<file path="config.mk">
export PLATFORM = sky130hd
export DESIGN_NAME = port_vlan_membership_filter
export DESIGN_NICKNAME = d
export VERILOG_FILES = /design/src/vlan_filter_pkg.sv /design/src/frame_fifo.sv /design/src/station_addr_mem.sv /design/src/port_vlan_membership_filter.sv
export VERILOG_INCLUDE_DIRS = /design/src /design/src/src
export SDC_FILE = /design/constraint.sdc
export NUM_CORES = 1
export LEC_CHECK = 0
export BUFFER_PORTS_ARGS = -buffer_cell sky130_fd_sc_hd__buf_2
export CAP_MARGIN = 10
export CORE_ASPECT_RATIO = 0.8
export CORE_MARGIN = 2
export CORE_UTILIZATION = 25
export CTS_BUF_LIST = sky130_fd_sc_hd__clkbuf_2
export DETAILED_ROUTE_END_ITERATION = 6
export PLACE_DENSITY = 0.41
export SLEW_MARGIN = 20
export SYNTH_ARGS = -nofsm -noshare
export SYNTH_HDL_FRONTEND = slang
export SYNTH_HIERARCHICAL = 1
export SYNTH_SLANG_ARGS = --single-unit
</file>
<file path="constraint.sdc">
create_clock -name core_clk -period 7.75 [get_ports core_clk]
set_clock_uncertainty 0.05 [all_clocks]
set_input_delay 0.3875 -clock core_clk [delete_from_list [all_inputs] [get_ports core_clk]]
set_output_delay 0.3875 -clock core_clk [all_outputs]
set_load 0.01 [all_outputs]
</file>
<file path="src/vlan_filter_consts.svh">
`ifndef VLAN_FILTER_CONSTS_SVH
`define VLAN_FILTER_CONSTS_SVH
// Sizes of the switch
`define NPORT 8
`define PORT_W 3
`define NDOM 8
`define DOM_W 3
`define MAC_W 48
`define TAG_W 8
`define FIFO_DEPTH 4
// Factory broadcast domain and its reset masks
`define DFLT_DOM 3'h0
`define DOM_RST_MASK 8'h01
// Name rules
`define NAME_LEN_W 4
`define NAME_MAX 4'hc
// Command codes
`define OP_W 3
`define OP_NOP 3'h0
`define OP_ASSIGN 3'h1
`define OP_CREATE 3'h2
`define OP_DELETE 3'h3
`define OP_RENAME 3'h4
`define OP_MON_SET 3'h5
`define OP_MON_CLR 3'h6
`define OP_SET_MAC 3'h7
`endif

</file>
<file path="src/vlan_filter_pkg.sv">
`include "vlan_filter_consts.svh"
package vlan_filter_pkg;
    typedef logic [`DOM_W-1:0] dom_idx_t;
    typedef logic [`NPORT-1:0] port_mask_t;
    typedef enum logic [`OP_W-1:0] {
        OP_NOP     = `OP_NOP,
        OP_ASSIGN  = `OP_ASSIGN,
        OP_CREATE  = `OP_CREATE,
        OP_DELETE  = `OP_DELETE,
        OP_RENAME  = `OP_RENAME,
        OP_MON_SET = `OP_MON_SET,
        OP_MON_CLR = `OP_MON_CLR,
        OP_SET_MAC = `OP_SET_MAC
    } cmd_op_t;
endpackage : vlan_filter_pkg

</file>
<file path="src/frame_fifo.sv">
`timescale 1ns/10ps
module frame_fifo #(
    parameter int WIDTH = 11,
    parameter int DEPTH = 4
) (
    // Clock and reset
    input  wire logic             core_clk,
    input  wire logic             rstn,
    input  wire logic             ce,
    // Fill side
    input  wire logic             in_valid,
    output logic                  in_ready,
    input  wire logic [WIDTH-1:0] in_data,
    // Drain side
    output logic                  out_valid,
    input  wire logic             out_ready,
    output logic [WIDTH-1:0]      out_data
);
    localparam int AW = $clog2(DEPTH);

    logic [WIDTH-1:0] mem_reg [DEPTH];
    logic [AW-1:0]    wr_ptr_reg;
    logic [AW-1:0]    rd_ptr_reg;
    logic [AW:0]      cnt_reg;
    logic [AW:0]      cnt_next;
    logic             not_full_reg;
    logic             not_empty_reg;
    logic             push;
    logic             pop;

    assign in_ready  = not_full_reg;
    assign out_valid = not_empty_reg;
    assign out_data  = mem_reg[rd_ptr_reg];
    assign push      = in_valid && not_full_reg;
    assign pop       = not_empty_reg && out_ready;

    // Occupancy after this cycle's push and pop
    always_comb begin
        cnt_next = cnt_reg + (AW+1)'(push) - (AW+1)'(pop);
    end

    // Storage has no reset; only the flags guard it
    always_ff @(posedge core_clk) begin
        if (ce && push) begin
            mem_reg[wr_ptr_reg] <= in_data;
        end
    end

    // Pointers and registered full and empty flags
    always_ff @(posedge core_clk or negedge rstn) begin
        if (!rstn) begin
            wr_ptr_reg    <= '0;
            rd_ptr_reg    <= '0;
            cnt_reg       <= '0;
            not_full_reg  <= 1'b1;
            not_empty_reg <= 1'b0;
        end else if (ce) begin
            if (push) begin
                wr_ptr_reg <= wr_ptr_reg + 1'b1;
            end
            if (pop) begin
                rd_ptr_reg <= rd_ptr_reg + 1'b1;
            end
            cnt_reg       <= cnt_next;
            not_full_reg  <= cnt_next != (AW+1)'(DEPTH);
            not_empty_reg <= cnt_next != '0;
        end
    end
endmodule : frame_fifo

</file>
<file path="src/station_addr_mem.sv">
`timescale 1ns/10ps
`include "vlan_filter_consts.svh"
module station_addr_mem
    import vlan_filter_pkg::*;
(
    // Clock and reset
    input  wire logic             core_clk,
    input  wire logic             rstn,
    input  wire logic             ce,
    // Write port
    input  wire logic             wr_en,
    input  wire dom_idx_t         wr_addr,
    input  wire logic [`MAC_W-1:0] wr_data,
    // Read port, data one cycle later
    input  wire logic             rd_en,
    input  wire dom_idx_t         rd_addr,
    output logic [`MAC_W-1:0]     rd_data
);
    logic [`MAC_W-1:0] mem_reg [`NDOM];

    // One station address per domain
    always_ff @(posedge core_clk) begin
        if (ce && wr_en) begin
            mem_reg[wr_addr] <= wr_data;
        end
    end

    // Registered read; a same-cycle write is seen next read
    always_ff @(posedge core_clk or negedge rstn) begin
        if (!rstn) begin
            rd_data <= '0;
        end else if (ce && rd_en) begin
            rd_data <= mem_reg[rd_addr];
        end
    end
endmodule : station_addr_mem

</file>
<file path="src/port_vlan_membership_filter.sv">
`timescale 1ns/10ps
`include "vlan_filter_consts.svh"
module port_vlan_membership_filter
    import vlan_filter_pkg::*;
(
    // Clock, reset, enable
    input  wire logic                        core_clk,
    input  wire logic                        rstn,
    input  wire logic                        ce,
    // Port pins
    input  wire port_mask_t                  link_up_pin,
    input  wire port_mask_t                  module_present_pin,
    // Configuration
    input  wire port_mask_t                  trunk_en,
    input  wire logic [`NPORT*`PORT_W-1:0]   trunk_grp,
    input  wire logic [`NDOM-1:0]            stp_dom_en,
    input  wire logic                        restart,
    // Management command
    input  wire logic                        cmd_valid,
    input  wire logic [`OP_W-1:0]            cmd_op,
    input  wire port_mask_t                  cmd_ports,
    input  wire dom_idx_t                    cmd_dom,
    input  wire logic [`NAME_LEN_W-1:0]      cmd_name_len,
    input  wire logic                        cmd_name_space,
    input  wire logic [`MAC_W-1:0]           cmd_mac,
    output logic                             cmd_done,
    output logic                             cmd_err,
    // Frame descriptors in
    input  wire logic                        in_valid,
    output logic                             in_ready,
    input  wire logic [`PORT_W-1:0]          in_port,
    input  wire logic [`TAG_W-1:0]           in_tag,
    // Forwarding decisions out
    output logic                             out_valid,
    input  wire logic                        out_ready,
    output port_mask_t                       out_mask,
    output logic [`TAG_W-1:0]                out_tag,
    // BPDU source lookup
    input  wire logic                        bpdu_req,
    input  wire dom_idx_t                    bpdu_dom,
    output logic                             bpdu_valid,
    output logic                             bpdu_refused,
    output logic [`MAC_W-1:0]                bpdu_src_mac,
    // Status
    output logic [`NDOM-1:0]                 iface_up,
    output logic [`NDOM-1:0]                 dom_exists,
    output logic [`NDOM-1:0]                 dom_selectable,
    output logic [`NPORT*`DOM_W-1:0]         port_dom,
    output port_mask_t                       port_nodom
);
    localparam int FW = `PORT_W + `TAG_W;

    dom_idx_t           dom_reg [`NPORT];
    port_mask_t         nodom_reg;
    logic [`NDOM-1:0]   exist_reg;
    logic [`NDOM-1:0]   sel_reg;
    logic [`NDOM-1:0]   iface_reg;
    port_mask_t         link_s1;
    port_mask_t         link_s2;
    port_mask_t         pres_s1;
    port_mask_t         pres_s2;
    port_mask_t         pres_s3;
    port_mask_t         pres_rise;
    logic               cmd_done_reg;
    logic               cmd_err_reg;
    logic               cmd_bad;
    logic               cmd_ok;
    logic               name_ok;
    cmd_op_t            op;
    logic               f_valid;
    logic               f_ready;
    logic [FW-1:0]      f_data;
    logic               f_pop;
    logic [`PORT_W-1:0] f_src;
    logic               out_valid_reg;
    port_mask_t         out_mask_reg;
    logic [`TAG_W-1:0]  out_tag_reg;
    logic [`PORT_W-1:0] out_src_reg;
    logic               bpdu_ok;
    logic               bpdu_valid_reg;
    logic               bpdu_refused_reg;

    // Ports currently in domain d; the monitor port is in none
    function automatic port_mask_t members(input dom_idx_t d);
        port_mask_t m;
        m = '0;
        for (int i = 0; i < `NPORT; i++) begin
            m[i] = !nodom_reg[i] && (dom_reg[i] == d);
        end
        return m;
    endfunction : members

    // True when a port mask takes part of a trunk but not all of it
    function automatic logic trunk_split(input port_mask_t m);
        logic s;
        s = 1'b0;
        for (int i = 0; i < `NPORT; i++) begin
            for (int j = 0; j < `NPORT; j++) begin
                if (trunk_en[i] && trunk_en[j] && m[i] != m[j] &&
                    trunk_grp[i*`PORT_W +: `PORT_W] ==
                    trunk_grp[j*`PORT_W +: `PORT_W]) begin
                    s = 1'b1;
                end
            end
        end
        return s;
    endfunction : trunk_split

    // Pins cross into the clock domain through two flops
    always_ff @(posedge core_clk or negedge rstn) begin
        if (!rstn) begin
            link_s1 <= '0;
            link_s2 <= '0;
            pres_s1 <= '0;
            pres_s2 <= '0;
            pres_s3 <= '0;
        end else if (ce) begin
            link_s1 <= link_up_pin;
            link_s2 <= link_s1;
            pres_s1 <= module_present_pin;
            pres_s2 <= pres_s1;
            pres_s3 <= pres_s2;
        end
    end

    assign pres_rise = pres_s2 & ~pres_s3;
    assign op        = cmd_op_t'(cmd_op);
    assign name_ok   = cmd_name_len != '0 && cmd_name_len <= `NAME_MAX &&
                       !cmd_name_space;

    // Command checking; a refused command changes nothing
    always_comb begin
        unique case (op)
            OP_ASSIGN:  cmd_bad = !sel_reg[cmd_dom] || cmd_ports == '0 ||
                                  trunk_split(cmd_ports) ||
                                  |(cmd_ports & nodom_reg);
            OP_CREATE:  cmd_bad = exist_reg[cmd_dom] || !name_ok;
            OP_DELETE:  cmd_bad = cmd_dom == `DFLT_DOM ||
                                  !exist_reg[cmd_dom] ||
                                  |members(cmd_dom);
            OP_RENAME:  cmd_bad = !exist_reg[cmd_dom] || !name_ok;
            OP_MON_SET: cmd_bad = cmd_ports == '0;
            OP_MON_CLR: cmd_bad = cmd_ports == '0;
            OP_SET_MAC: cmd_bad = !exist_reg[cmd_dom];
            default:    cmd_bad = 1'b1;
        endcase
    end

    assign cmd_ok = cmd_valid && !cmd_bad;

    // Command answer, one cycle after the command
    always_ff @(posedge core_clk or negedge rstn) begin
        if (!rstn) begin
            cmd_done_reg <= 1'b0;
            cmd_err_reg  <= 1'b0;
        end else if (ce) begin
            cmd_done_reg <= cmd_valid;
            cmd_err_reg  <= cmd_valid && cmd_bad;
        end
    end

    // Domain table; new domains wait for restart before use
    always_ff @(posedge core_clk or negedge rstn) begin
        if (!rstn) begin
            exist_reg <= `DOM_RST_MASK;
            sel_reg   <= `DOM_RST_MASK;
        end else if (ce) begin
            if (restart) begin
                sel_reg <= exist_reg;
            end
            if (cmd_ok && op == OP_CREATE) begin
                exist_reg[cmd_dom] <= 1'b1;
            end
            if (cmd_ok && op == OP_DELETE) begin
                exist_reg[cmd_dom] <= 1'b0;
                sel_reg[cmd_dom]   <= 1'b0;
            end
        end
    end

    // Port membership: one index per port, changes act at once
    always_ff @(posedge core_clk or negedge rstn) begin
        if (!rstn) begin
            for (int i = 0; i < `NPORT; i++) begin
                dom_reg[i] <= `DFLT_DOM;
            end
            nodom_reg <= '0;
        end else if (ce) begin
            for (int i = 0; i < `NPORT; i++) begin
                if (cmd_ok && cmd_ports[i]) begin
                    if (op == OP_ASSIGN) begin
                        dom_reg[i] <= cmd_dom;
                    end
                    if (op == OP_MON_SET) begin
                        nodom_reg[i] <= 1'b1;
                    end
                    if (op == OP_MON_CLR && nodom_reg[i]) begin
                        nodom_reg[i] <= 1'b0;
                        dom_reg[i]   <= `DFLT_DOM;
                    end
                end
                // Hot-plugged module wins over a same-cycle assignment
                if (pres_rise[i] && !nodom_reg[i]) begin
                    dom_reg[i] <= `DFLT_DOM;
                end
            end
        end
    end

    // Interface state per domain from its members' links
    genvar gd;
    generate
        for (gd = 0; gd < `NDOM; gd++) begin : g_iface
            logic up_reg;
            // Local flop per domain, so no variable is written by two processes
            always_ff @(posedge core_clk or negedge rstn) begin
                if (!rstn) begin
                    up_reg <= 1'b0;
                end else if (ce) begin
                    up_reg <= exist_reg[gd] &&
                              |(members(dom_idx_t'(gd)) & link_s2);
                end
            end
            assign iface_reg[gd] = up_reg;
        end
    endgenerate

    // Descriptor buffer; a stalled output backs up to in_ready
    frame_fifo #(
        .WIDTH(FW),
        .DEPTH(`FIFO_DEPTH)
    ) u_fifo (
        .core_clk  (core_clk),
        .rstn      (rstn),
        .ce        (ce),
        .in_valid  (in_valid),
        .in_ready  (in_ready),
        .in_data   ({in_port, in_tag}),
        .out_valid (f_valid),
        .out_ready (f_ready),
        .out_data  (f_data)
    );

    assign f_ready = !out_valid_reg || out_ready;
    assign f_pop   = f_valid && f_ready;
    assign f_src   = f_data[FW-1 -: `PORT_W];

    // Egress mask: same domain only, never back to the source
    always_ff @(posedge core_clk or negedge rstn) begin
        if (!rstn) begin
            out_valid_reg <= 1'b0;
            out_mask_reg  <= '0;
            out_tag_reg   <= '0;
            out_src_reg   <= '0;
        end else if (ce) begin
            if (f_pop) begin
                out_valid_reg <= 1'b1;
                out_mask_reg  <= members(dom_reg[f_src]) &
                                 ~(port_mask_t'(1) << f_src);
                out_tag_reg   <= f_data[`TAG_W-1:0];
                out_src_reg   <= f_src;
            end else if (out_ready) begin
                out_valid_reg <= 1'b0;
            end
        end
    end

    // Station addresses, one per domain, also the BPDU source
    assign bpdu_ok = stp_dom_en[bpdu_dom] && exist_reg[bpdu_dom];

    station_addr_mem u_mac (
        .core_clk (core_clk),
        .rstn     (rstn),
        .ce       (ce),
        .wr_en    (cmd_ok && op == OP_SET_MAC),
        .wr_addr  (cmd_dom),
        .wr_data  (cmd_mac),
        .rd_en    (bpdu_req && bpdu_ok),
        .rd_addr  (bpdu_dom),
        .rd_data  (bpdu_src_mac)
    );

    // BPDU answer lines up with the registered memory read
    always_ff @(posedge core_clk or negedge rstn) begin
        if (!rstn) begin
            bpdu_valid_reg   <= 1'b0;
            bpdu_refused_reg <= 1'b0;
        end else if (ce) begin
            bpdu_valid_reg   <= bpdu_req && bpdu_ok;
            bpdu_refused_reg <= bpdu_req && !bpdu_ok;
        end
    end

    // Outputs
    assign cmd_done       = cmd_done_reg;
    assign cmd_err        = cmd_err_reg;
    assign out_valid      = out_valid_reg;
    assign out_mask       = out_mask_reg;
    assign out_tag        = out_tag_reg;
    assign bpdu_valid     = bpdu_valid_reg;
    assign bpdu_refused   = bpdu_refused_reg;
    assign iface_up       = iface_reg;
    assign dom_exists     = exist_reg;
    assign dom_selectable = sel_reg;
    assign port_nodom     = nodom_reg;
    generate
        for (gd = 0; gd < `NPORT; gd++) begin : g_pdom
            assign port_dom[gd*`DOM_W +: `DOM_W] = dom_reg[gd];
        end
    endgenerate

    // Checks next to the logic they guard
    no_reflect_a: assert property (@(posedge core_clk) disable iff (!rstn)
        out_valid_reg |-> !out_mask_reg[out_src_reg])
        else $error("egress mask includes ingress port");
    mask_nodom_a: assert property (@(posedge core_clk) disable iff (!rstn)
        (ce && f_pop) |=> (out_mask_reg & $past(nodom_reg)) == '0)
        else $error("monitor port in egress mask");
    default_kept_a: assert property (@(posedge core_clk) disable iff (!rstn)
        exist_reg[`DFLT_DOM] && sel_reg[`DFLT_DOM])
        else $error("default domain missing");
    delete_busy_a: assert property (@(posedge core_clk) disable iff (!rstn)
        (ce && cmd_valid && op == OP_DELETE && |members(cmd_dom))
        |=> cmd_err_reg && exist_reg[$past(cmd_dom)])
        else $error("busy domain deleted");
    name_len_a: assert property (@(posedge core_clk) disable iff (!rstn)
        (ce && cmd_valid && op == OP_CREATE && cmd_name_len > `NAME_MAX)
        |=> cmd_err_reg && $stable(exist_reg))
        else $error("long name accepted");
    mon_clear_a: assert property (@(posedge core_clk) disable iff (!rstn)
        (ce && cmd_valid && op == OP_MON_CLR && cmd_ports[0] && nodom_reg[0])
        |=> !nodom_reg[0] && dom_reg[0] == `DFLT_DOM)
        else $error("monitor clear did not restore default");
    sel_wait_a: assert property (@(posedge core_clk) disable iff (!rstn)
        (ce && cmd_valid && op == OP_ASSIGN && !sel_reg[cmd_dom] && pres_rise == '0)
        |=> cmd_err_reg ##0 $stable(port_dom))
        else $error("unselectable domain assigned");
    bpdu_gate_a: assert property (@(posedge core_clk) disable iff (!rstn)
        (ce && bpdu_req && !stp_dom_en[bpdu_dom])
        |=> bpdu_refused_reg && !bpdu_valid_reg)
        else $error("BPDU answered without spanning tree");
    iface_link_a: assert property (@(posedge core_clk) disable iff (!rstn)
        (ce && link_s2 == '0) |=> iface_reg == '0)
        else $error("interface up with all links down");
endmodule : port_vlan_membership_filter

</file>
Word-level counts from Yosys, hierarchy flattened
Memory sizes are Yosys's and may differ from the RTL's. A register that Yosys moved wholly into a read port is not among the register bits.
Index checks and enable logic that the tools add are counted.
{ "word_totals": {"register_bits": 126, "ram_bits": 428, "input_bits": 145, "output_inout_bits": 126, "wordCells": 741, "n_memories": 2} }
{ "memory_table": {"columns": ["memory", "depth", "word_bits", "read_ports", "rd_clocked_by_memory_dff", "write_ports", "line", "text"], "rows": [
  ["u_mac.mem_reg", 8, 48, 1, 1, 1, "station_addr_mem.sv:19", "logic [`MAC_W-1:0] mem_reg [`NDOM];"],
  ["u_fifo.mem_reg", 4, 11, 1, 0, 1, "frame_fifo.sv:21", "logic [WIDTH-1:0] mem_reg [DEPTH];"]
]} }
{ "op_classes": {"n_addsub": 4, "n_lt_le_gt_ge": 5, "eq_ne": 192, "shifts": 1, "mux": 117, "n_bitwise": 18, "n_reduce_logical": 359} }
{ "ops": {"columns": ["cell", "n"], "rows": [
  ["1-bit logical AND", 268],
  ["3-bit equality test", 72],
  ["3-bit equality test, second input constant", 36],
  ["8-bit bitwise AND", 13],
  ["3-bit two-way mux", 27],
  ["8-bit OR reduction", 10],
  ["1-bit two-way mux", 77],
  ["1-bit inequality test", 56],
  ["3-bit by 2-bit equality test with 1-bit output, second input constant", 18],
  ["8-bit two-way mux", 6],
  ["3-bit AND reduction", 16],
  ["2-bit nonzero test", 17],
  ["3-bit by 1-bit equality test with 1-bit output, second input constant", 9],
  ["3-bit logical NOT", 9],
  ["3-bit nonzero test", 9],
  ["8-bit inverter", 3],
  ["1-bit logical NOT", 16],
  ["1-bit binary-select mux with 3-bit select", 4],
  ["3-bit binary-select mux with 3-bit select", 1],
  ["8-bit logical NOT", 1],
  ["1-bit logical OR", 8],
  ["3-bit by 4-bit less-than comparator with 1-bit output, second input constant", 2],
  ["8-bit bitwise OR", 1],
  ["1-bit by 3-bit left shift with 8-bit output, first input constant", 1],
  ["13 further kinds", 16]
]} }

Longest topological paths before layout
Gate-level depths: netlist (run 1).
{ "logic_depth": {"word_depth": 70, "mapped_depth": 15, "ltp_nobuf": 12} }

Modules after synthesis
The synthesis (run 1) kept the hierarchy.
{ "modules_own_cells": {"columns": ["module", "instances", "cells_per_inst", "area_per_inst_um2", "seq_area_each_um2"], "rows": [
  ["station_addr_mem", 1, 886, 16584.7, 12732.2],
  ["port_vlan_membership_filter", 1, 945, 8768.4, 2930.3],
  ["frame_fifo", 1, 105, 2099.5, 1547.7]
]} }

Worst setup path after synthesis (run 1)
OpenSTA, ideal clock, no wires.
{ "synth_timing": {"path_type": "input to register", "startpoint": "input cmd_ports[0]", "endpoint": "memory u_mac/mem_reg[0][0] (netlist name), enable pin", "setup_ps": 513, "arrival_time_ps": 6070, "required_ps": 7187, "path_slack_ps": 1117, "cell_stages": 15, "path_buffers": 3, "path_cell_list": "clkbuf_1 clkbuf_1 inv_1 ha_1 nand3_1 nor4_1 nor4_1 nand4_1 nor4_1 a31o_2 and2_1 buf_6 and4_1 nand3b_1 nor3_1"} }
{ "synth_via": {"elab_chain_len": 69, "word_cells_on_any_way": 112, "cone_classes": "eq/ne (14); mux (60); bitwise (1); reduce/logical (37)"} }
{ "synth_rtl": {"columns": ["element", "line", "text"], "rows": [
  ["start, declared", "port_vlan_membership_filter.sv:21", "input wire port_mask_t cmd_ports,"],
  ["1-bit inequality test", "port_vlan_membership_filter.sv:99", "if (trunk_en[i] && trunk_en[j] && m[i] != m[j] &&"],
  ["1-bit logical AND (2 in a row)", "port_vlan_membership_filter.sv:99", null],
  ["1-bit two-way mux (56 in a row)", "port_vlan_membership_filter.sv:99", null],
  ["1-bit two-way mux", "port_vlan_membership_filter.sv:133", "unique case (op)"],
  ["1-bit logical OR", "port_vlan_membership_filter.sv:134", "OP_ASSIGN: cmd_bad = !sel_reg[cmd_dom] || cmd_ports == '0 ||"],
  ["1-bit logical OR", "port_vlan_membership_filter.sv:135", "trunk_split(cmd_ports) ||"],
  ["1-bit one-hot mux with 6 select lines (*)", "port_vlan_membership_filter.sv:133", null],
  ["1-bit logical NOT (*)", "port_vlan_membership_filter.sv:149", "assign cmd_ok = cmd_valid && !cmd_bad;"],
  ["1-bit logical AND (*)", "port_vlan_membership_filter.sv:149", null],
  ["1-bit logical AND (*)", "port_vlan_membership_filter.sv:275", ".wr_en (cmd_ok && op == OP_SET_MAC),"],
  ["1-bit logical AND (*)", "station_addr_mem.sv:23", "if (ce && wr_en) begin"],
  ["1-bit two-way mux (*)", "station_addr_mem.sv:23", null],
  ["1-bit two-way mux (implied by the code) (*)", "station_addr_mem.sv:24", "mem_reg[wr_addr] <= wr_data;"],
  ["end, declared", "station_addr_mem.sv:19", null]
]} }
Mark *: on every way between the ends. The rest lies on a longest branch, timed or not. The select of a mux whose other input is x is not followed.

Worst setup path after layout (run 1)
{ "layout_timing": {"startpoint": "register nodom_reg[7] (netlist: port_nodom[7])", "endpoint": "memory u_mac/mem_reg[2][33] (netlist name), enable pin"} }
{ "layout_via": {"elab_chain_len": 11, "word_cells_on_any_way": 14, "cone_classes": "mux (3); bitwise (1); reduce/logical (10)"} }
{ "layout_rtl": {"columns": ["element", "line", "text"], "rows": [
  ["start, declared", "port_vlan_membership_filter.sv:54", "port_mask_t nodom_reg;"],
  ["start signal, assigned", "port_vlan_membership_filter.sv:187", "nodom_reg <= '0;"],
  ["start signal, assigned by index", "port_vlan_membership_filter.sv:195", "nodom_reg[i] <= 1'b1;"],
  ["start signal, assigned by index", "port_vlan_membership_filter.sv:198", "nodom_reg[i] <= 1'b0;"],
  ["1-bit logical NOT", "port_vlan_membership_filter.sv:88", "m[i] = !nodom_reg[i] && (dom_reg[i] == d);"],
  ["1-bit logical AND", "port_vlan_membership_filter.sv:88", null],
  ["8-bit OR reduction", "port_vlan_membership_filter.sv:140", "|members(cmd_dom);"],
  ["1-bit logical OR", "port_vlan_membership_filter.sv:138", "OP_DELETE: cmd_bad = cmd_dom == `DFLT_DOM ||"],
  ["1-bit one-hot mux with 6 select lines (*)", "port_vlan_membership_filter.sv:133", null],
  ["1-bit logical NOT (*)", "port_vlan_membership_filter.sv:149", null],
  ["1-bit logical AND (*)", "port_vlan_membership_filter.sv:149", null],
  ["1-bit logical AND (*)", "port_vlan_membership_filter.sv:275", null],
  ["1-bit logical AND (*)", "station_addr_mem.sv:23", null],
  ["1-bit two-way mux (*)", "station_addr_mem.sv:23", null],
  ["1-bit two-way mux (implied by the code) (*)", "station_addr_mem.sv:24", null]
]} }
Mark *: on every way between the ends. The rest lies on a longest branch, timed or not.

==> results of run 1 <==
==> power by group through the flow <==
stage | registers [W] | logic [W] | clock network [W]
finish | 0.00389 | 0.00145 | 0.00232
global route | 0.00392 | 0.00158 | 0.00262
CTS | 0.00390 | 0.00146 | 0.00245
detailed placement | 0.00397 | 0.00132 | 0
global placement | 0.00396 | 0.00131 | 0
floorplan | 0.00392 | 0.000797 | 0
==> placed cells by master (no fill, tap or decap), types with 24 or more instances in the layout <==
cell type	instances
and2_1	33
nor4_1	36
nand3_1	49
mux2_2	153
edfxtp_1	428
inv_1	51
nand2_1	133
a22o_1	52
dlygate4sd3_1	238
xor2_1	85
o22ai_1	74
clkbuf_2	241
a311o_1	24
xnor2_1	68
dfrtp_1	171
buf_2	267
buf_4	28
o31ai_1	32
clkinv_1	37
a41oi_1	38
mux2i_1	106
==> how the worst max path moves through the flow <==
stage                   from                    to  slack, ns  depth (start not counted)
3_3_place_gp      cmd_dom[0]  u_mac/mem_reg[2][29]       2.17                         13
5_1_grt        port_nodom[7]  u_mac/mem_reg[2][33]       1.95                         12
6_report       port_nodom[7]  u_mac/mem_reg[2][33]       2.29                         12
2_1_floorplan   cmd_ports[0]   u_mac/mem_reg[0][0]       1.12                         15
3_5_place_dp    cmd_ports[6]  u_mac/mem_reg[3][36]       1.97                         15
4_1_cts        port_nodom[7]  u_mac/mem_reg[2][33]       2.34                         12
==> cells by family after synthesis <==
| logic type | share of synthesized area, % |
|---|---|
| AO/OA/AOI/OAI | 9.562 |
| multiplexers | 12.03 |
| AND/OR/NAND/NOR | 6.390 |
| adder cells (fa/ha/maj) | 0.4831 |
| XOR/XNOR | 4.881 |
| buffers and inverters | 3.961 |
| flip-flops | 62.69 |
==> repair_timing <==
action / CTS / global route
setup endpoints to repair: 0 / 0
hold buffers: 239 / 0
endpoints found under the hold margin: 853 / 0
==> layout make-up <==
| type | instances | share of cell area, % |
|---|---|---|
| tap | 1430 | 5.265 |
| clock buffer | 241 | 3.549 |
| timing repair buffer | 536 | 11.73 |
| antenna | 6 | 0.04418 |
| sequential | 602 | 50.64 |
| clock inverter | 58 | 0.9720 |
| inverter | 53 | 0.5854 |
| multi-input combinational | 1131 | 27.21 |
==> critical path, cell delays in order (launching register included) <==
cell	delay, ns
dfrtp_1	0.54
inv_1	0.30
o221ai_1	0.17
a221oi_1	0.31
nand4_1	0.15
nor4_1	0.32
a31o_2	0.21
buf_4	0.55
and2_1	0.71
and4_1	0.35
nand3b_1	0.30
nor2_4	0.64
buf_4	0.39
==> metal layers <==
layer	track usage [%]	up-vias
li1	-	8652
met5	0	-
met2	25.41	630
met3	3.810	174
met1	21.68	9750
met4	5.616	2
==> metrics by stage <==
stage	area, sq um	cells	setup slack [ns]
final	33980	4057	2.289
after global placement	30020	3513	2.170
after CTS	33960	4051	2.338
after global routing	33980	4056	1.949
after detailed placement	30020	3513	1.974
after floorplan	27450	1936	1.117
==> results.py, run 1 <==
metrics = {
    "pwr": {
        "p_leak_nw": 13.03,
        "netSwitchingPower_w": 0.002448,
        "powerDensity_nw_per_um2": 225.4,
        "clockPowerShare_pct": 30.2,
        "power_frac_comb_pct": 18.9,
        "power_w": 0.007660,
        "p_seq_share_pct": 50.8,
        "ir_worst_vdd_v": 0.00008637,
        "swShare_pct": 31.96,
        "internal-power_w": 0.005212,
    },
    "drt": {
        "first_pass_iters": 5,
        "top_layer_used": "met5",
        "via_per_inst": 4.735,
        "wl_per_cell_microns": 22.63,
        "drc_errors": 0,
        "vias": 19208,
        "ant_nets": 0,
        "wl_met3_microns": 5079,
        "drt-total-wl_microns": 91820,
        "dr_wl_met2_microns": 41610,
        "drtIter0Drc": 1359,
        "m1WireLength_microns": 42650,
    },
    "clock_tree": {
        "postCtsSetupRepairBufs": 0,
        "cts_tree": "yes",
        "htree_levels": 4,
        "cts_resized": 0,
        "clkTransAtPathRegs_ns": 0.11,
        "numCtsBuffers": 164,
        "numClockSinks": 602,
        "cts_max_path_buffers": 3,
        "insertion_delay_ns": 1.38,
        "cts_root_buffer": "clkbuf_2",
    },
    "critical_path": {
        "rrSetupSlack_ns": 2.29,
        "worstReg2RegStart": "port_nodom[7]",
        "critical_path_class": "flip-flop to flip-flop",
        "required_ns": 8.67,
        "crit_arrival_ns": 6.38,
        "r2r-end": "u_mac/mem_reg[2][33]",
        "end_kind": "flip-flop",
        "crit_path_start_kind": "flip-flop",
        "crit_fanout": 65,
        "rr_worst_depth": 12,
    },
    "worst_hold_path": {
        "whs_endpoint": "port_dom[23]",
        "whs_path_depth": 5,
        "hold_class": "input pin to flip-flop",
        "hold_start": "cmd_ports[7]",
    },
    "synth": {
        "ys_ff_latch": 602,
        "synth_top_area_cell": "edfxtp_1",
        "synthTopCellsByArea": "edfxtp_1, dfrtp_1, mux2_2, mux2i_1, xor2_1",
        "synth_common_cells": "edfxtp_1, dfrtp_1, mux2_2",
        "synth-seq-area-share_pct": 62.69,
        "ys_types": 68,
        "synth_area_per_cell_sq_um": 14.18,
        "synthCells": 1936,
        "synth_nets": 2091,
        "yosysMostFrequentCell": "edfxtp_1",
        "synth.cell_area_sq_um": 27450,
        "synth_top_area_share_pct": 46.82,
        "synth_warnings": 6,
        "synth_edf_count": 428,
        "synth_flop_cell": "edfxtp_1",
        "async_reset_ff_share_pct": 28.90,
    },
    "die": {
        "core-area_sq_um": 108600,
        "ios": 271,
        "die_h_microns": 300.4,
        "row_count": 108,
        "dieWidth_microns": 374.5,
        "die_area_sq_um": 112500,
        "start_util_pct": 25.27,
    },
    "sta": {
        "tns_ns": 0,
        "min_period_over_period_pct": 70.47,
        "hold_violations": 0,
        "worstMarginPinSlew_ns": 1.151,
        "maxSlewHeadroom_pct": 22.57,
        "clock.fmax_mhz": 183.1,
        "rsz0062_at_grt": "no",
        "maxSlewViolCount": 0,
        "setup_viol": 0,
        "min_period_ns": 5.461,
        "hold_slack_ns": 0.2606,
    },
    "cells_and_area": {
        "seqCellArea_sq_um": 17210,
        "flow.area_growth_from_synthesis_pct": 23.79,
        "final_core_utilization_pct": 31.28,
        "nNetsFinal": 2643,
        "largest_reg_flops": 384,
        "fillers": 11098,
        "multi_input_area_sq_um": 9248,
        "drive_gt1_share_pct": 29.57,
    },
    "global_route": {
        "grt_max_degree": 92,
        "grt_pass1_wl_microns": 134100,
        "track_usage_pct": 16.11,
        "first_global_vias": 20081,
        "antenna_found_initial": 6,
        "gr-total-overflow": 0,
    },
    "placement": {
        "dp_hpwl_microns": 57400,
        "finalWeightedCongestion": 0.9253,
        "portBuffers": 270,
    },
    "outcome": {
        "status": "completed",
    },
    "run": {
        "drv_cap": 0,
    },
}
No activity file was read; power rests on OpenSTA's default activity.
==> inputs of run 2 (changes only) <==
--- a/config.mk
+++ b/config.mk
@@ -6,6 +6,7 @@
 export SDC_FILE = /design/constraint.sdc
 export NUM_CORES = 1
 export LEC_CHECK = 0
+export ABC_AREA = 1
 export BUFFER_PORTS_ARGS = -buffer_cell sky130_fd_sc_hd__buf_2
 export CAP_MARGIN = 10
 export CORE_ASPECT_RATIO = 0.8
==> constraint.sdc (replaced) <==
create_clock -name core_clk -period 5.4 [get_ports core_clk]
set_clock_uncertainty 0.05 [all_clocks]
set_input_delay 0.27 -clock core_clk [delete_from_list [all_inputs] [get_ports core_clk]]
set_output_delay 0.27 -clock core_clk [all_outputs]
set_load 0.01 [all_outputs]
==> results.py, run 2 <==
metrics = {
    "cells_and_area": {
        "flow.area_growth_from_synthesis_pct": 26.54,
        "most-common-layout-cells": "nand2_1, edfxtp_1, inv_1, nand3_1, dlygate4sd3_1",
        "final_common_cell": "nand2_1",
        "nNetsFinal": 4211,
        "design_area_sq_um": 37340,
        "largest_reg_flops": 384,
        "drive_gt1_share_pct": 15.56,
        "final_cells": 5737,
    },
    "clock_tree": {
        "cts_max_path_buffers": 3,
        "htree_levels": 4,
        "clkTransAtPathRegs_ns": 0.09,
        "numClockSinks": 602,
        "cts_tree": "yes",
        "cts_root_buffer": "clkbuf_2",
        "insertion_delay_ns": 1.45,
        "numCtsBuffers": 166,
    },
    "die": {
        "ios": 271,
        "dieWidth_microns": 388.1,
        "die_area_sq_um": 120800,
        "row_count": 112,
        "core-area_sq_um": 116900,
        "die_h_microns": 311.3,
        "start_util_pct": 25.25,
    },
    "placement": {
        "placed_cells": 5085,
        "place_ws_ns": 0.5832,
        "finalWeightedCongestion": 0.9491,
        "dpl_cell_area_sq_um": 32310,
        "portBuffers": 270,
        "dp_hpwl_microns": 68080,
    },
    "drt": {
        "vias": 25533,
        "drt-total-wl_microns": 107900,
        "wl_per_cell_microns": 18.80,
        "drtIter0Drc": 1978,
        "ant_nets": 0,
        "via_per_inst": 4.451,
        "first_pass_iters": 5,
        "drc_errors": 0,
    },
    "pwr": {
        "ir_worst_vdd_v": 0.0001400,
        "powerDensity_nw_per_um2": 327.3,
        "clockPowerShare_pct": 27.5,
        "p_seq_share_pct": 46.6,
        "p_leak_nw": 17.24,
        "netSwitchingPower_w": 0.004571,
        "swShare_pct": 37.40,
        "internal-power_w": 0.007650,
        "power_frac_comb_pct": 25.9,
    },
    "global_route": {
        "gr-total-overflow": 0,
        "grt_pass1_wl_microns": 161500,
        "first_global_vias": 24858,
        "antenna_found_initial": 12,
        "track_usage_pct": 17.75,
        "grt_max_degree": 112,
    },
    "critical_path": {
        "cp_cell_sequence": "dlygate4sd3_1 -> buf_4 -> xnor2_1 -> dlygate4sd3_1 -> nand3_1 -> dlygate4sd3_1 -> nand2_1 -> dlygate4sd3_1 -> nor2_1 -> dlygate4sd3_1 -> nand2_1 -> nor2_4 -> nand2_2 -> nand2_2 -> nand2_2 -> nor2_4 -> nand3_1 -> dlygate4sd3_1 -> nand2_1 -> dlygate4sd3_1 -> nand2_1 -> dlygate4sd3_1 -> nand2_1 -> dlygate4sd3_1",
        "crit_path_start_kind": "input pin",
        "path_buf_inv": 10,
        "critPathMaxStageDelay_ns": 0.57,
        "crit_path_frequent_cell": "dlygate4sd3_1",
        "critical_path_class": "input pin to flip-flop",
        "crit_arrival_ns": 6.63,
        "crit_fanout": 8,
        "end_kind": "flip-flop",
        "critPathTopFamily": "buffers and inverters",
        "cp_slowest_cell": "dlygate4sd3_1",
        "required_ns": 6.72,
    },
    "sta": {
        "hold_violations": 0,
        "setup_viol": 0,
        "min_period_ns": 5.311,
        "maxSlewViolCount": 0,
        "maxSlewHeadroom_pct": 31.61,
        "worstMarginPinSlew_ns": 1.026,
        "setup_ws_ns": 0.08881,
        "rsz0062_at_grt": "no",
        "clock.fmax_mhz": 188.3,
        "min_period_over_period_pct": 98.36,
        "tns_ns": 0,
        "hold_slack_ns": 0.08378,
    },
    "synth": {
        "synth_top_area_share_pct": 43.56,
        "synth_area_per_cell_sq_um": 8.658,
        "yosysMostFrequentCell": "nand2_1",
        "synth_top_area_cell": "edfxtp_1",
        "synth_edf_count": 428,
        "synth.cell_area_sq_um": 29510,
        "synth_common_cells": "nand2_1, edfxtp_1, inv_1",
        "synthCells": 3408,
        "synth_warnings": 6,
        "ys_ff_latch": 602,
        "synth_flop_cell": "edfxtp_1",
        "synthTopCellsByArea": "edfxtp_1, nand2_1, dfrtp_1, nand3_1, inv_1",
        "async_reset_ff_share_pct": 28.90,
        "synth-seq-area-share_pct": 58.33,
        "synth_nets": 3563,
        "ys_types": 50,
    },
    "outcome": {
        "status": "completed",
    },
    "worst_hold_path": {
        "hold_class": "input pin to flip-flop",
    },
    "run": {
        "drv_cap": 0,
    },
}
## run 2: logic make-up after synthesis
logic type	Yosys count	synth area share, %
AOI/OAI and AO/OA	237	4.707
xor gates and xnor gates	31	0.9202
adders and majority gates	10	0.4495
buffers and inverters	606	8.621
DFF	602	58.33
and+or+nand+nor	1922	26.97
## run 2: path summary, 6_finish.rpt
kind                                   start           endpoint  slack, ns  cells after the start
max reg2reg                dom_selectable[2]          flip-flop       0.82                     20
min                            trunk_grp[12]       port_dom[19]       0.08                     14
min reg2reg                       link_s1[5]         link_s2[5]       0.42                      2
max                             trunk_grp[2]          flip-flop       0.09                     24
min in group asynchronous               rstn         out_tag[1]       0.42                      5
max in group asynchronous               rstn  g_iface[7].up_reg       3.95                      6
## run 2: what timing repair did
item / 4_1_cts / 5_1_grt
hold endpoints to repair: 1204 / 0
gates resized for setup: 0 / 13
hold buffers: 339 / 0
setup buffers: 0 / 5
setup endpoints to repair: 0 / 3
## run 2: metrics by stage
stage / total power (W) / utilization, %
3_3_place_gp: 0.008736 / 27.65
5_1_grt: 0.01304 / 31.95
4_1_cts: 0.01242 / 31.88
6_report: 0.01222 / 31.95
3_5_place_dp: 0.008696 / 27.65
2_1_floorplan: 0.007439 / -
## run 2: power by group through the flow
stage               Sequential, W  Combinational, W  Clock, W
finish                    0.00570           0.00317   0.00336
global route              0.00575           0.00349   0.00380
CTS                       0.00569           0.00315   0.00357
detailed placement        0.00579           0.00290         0
global placement          0.00578           0.00295         0
floorplan                 0.00574           0.00170         0
## run 2: final cells by class
| cell class | count | area (sq um) |
|---|---|---|
| fill | 12602 | 79540 |
| sequential | 602 | 17210 |
| multi-input combinational | 2200 | 9838 |
| timing repair buffer | 648 | 5172 |
| tap | 1539 | 1926 |
| inverter | 438 | 1658 |
| clock buffer | 242 | 1211 |
| clock inverter | 60 | 301.5 |
| antenna | 8 | 20.02 |
## run 2: worst min-delay path: stages
cell and delay (ns):
buf_2 0.14, nand2_1 0.07, o211ai_1 0.14, nor2_1 0.13, nor2_1 0.05, nand3_1 0.07
nor2_1 0.05, nand2_2 0.10, nand2_2 0.07, buf_4 0.16, nand4_2 0.08, nand2_2 0.06
nand3_1 0.07, nand2_1 0.05
## run 2: metal layers
layer / global-route usage (%) / wire length (microns) / vias to the layer above
met5: 0 / 62 / -
met4: 5.589 / 2334 / 10
met3: 4.255 / 7761 / 161
met2: 27.01 / 47720 / 818
met1: 24.79 / 49980 / 12143
li1: - / - / 12401
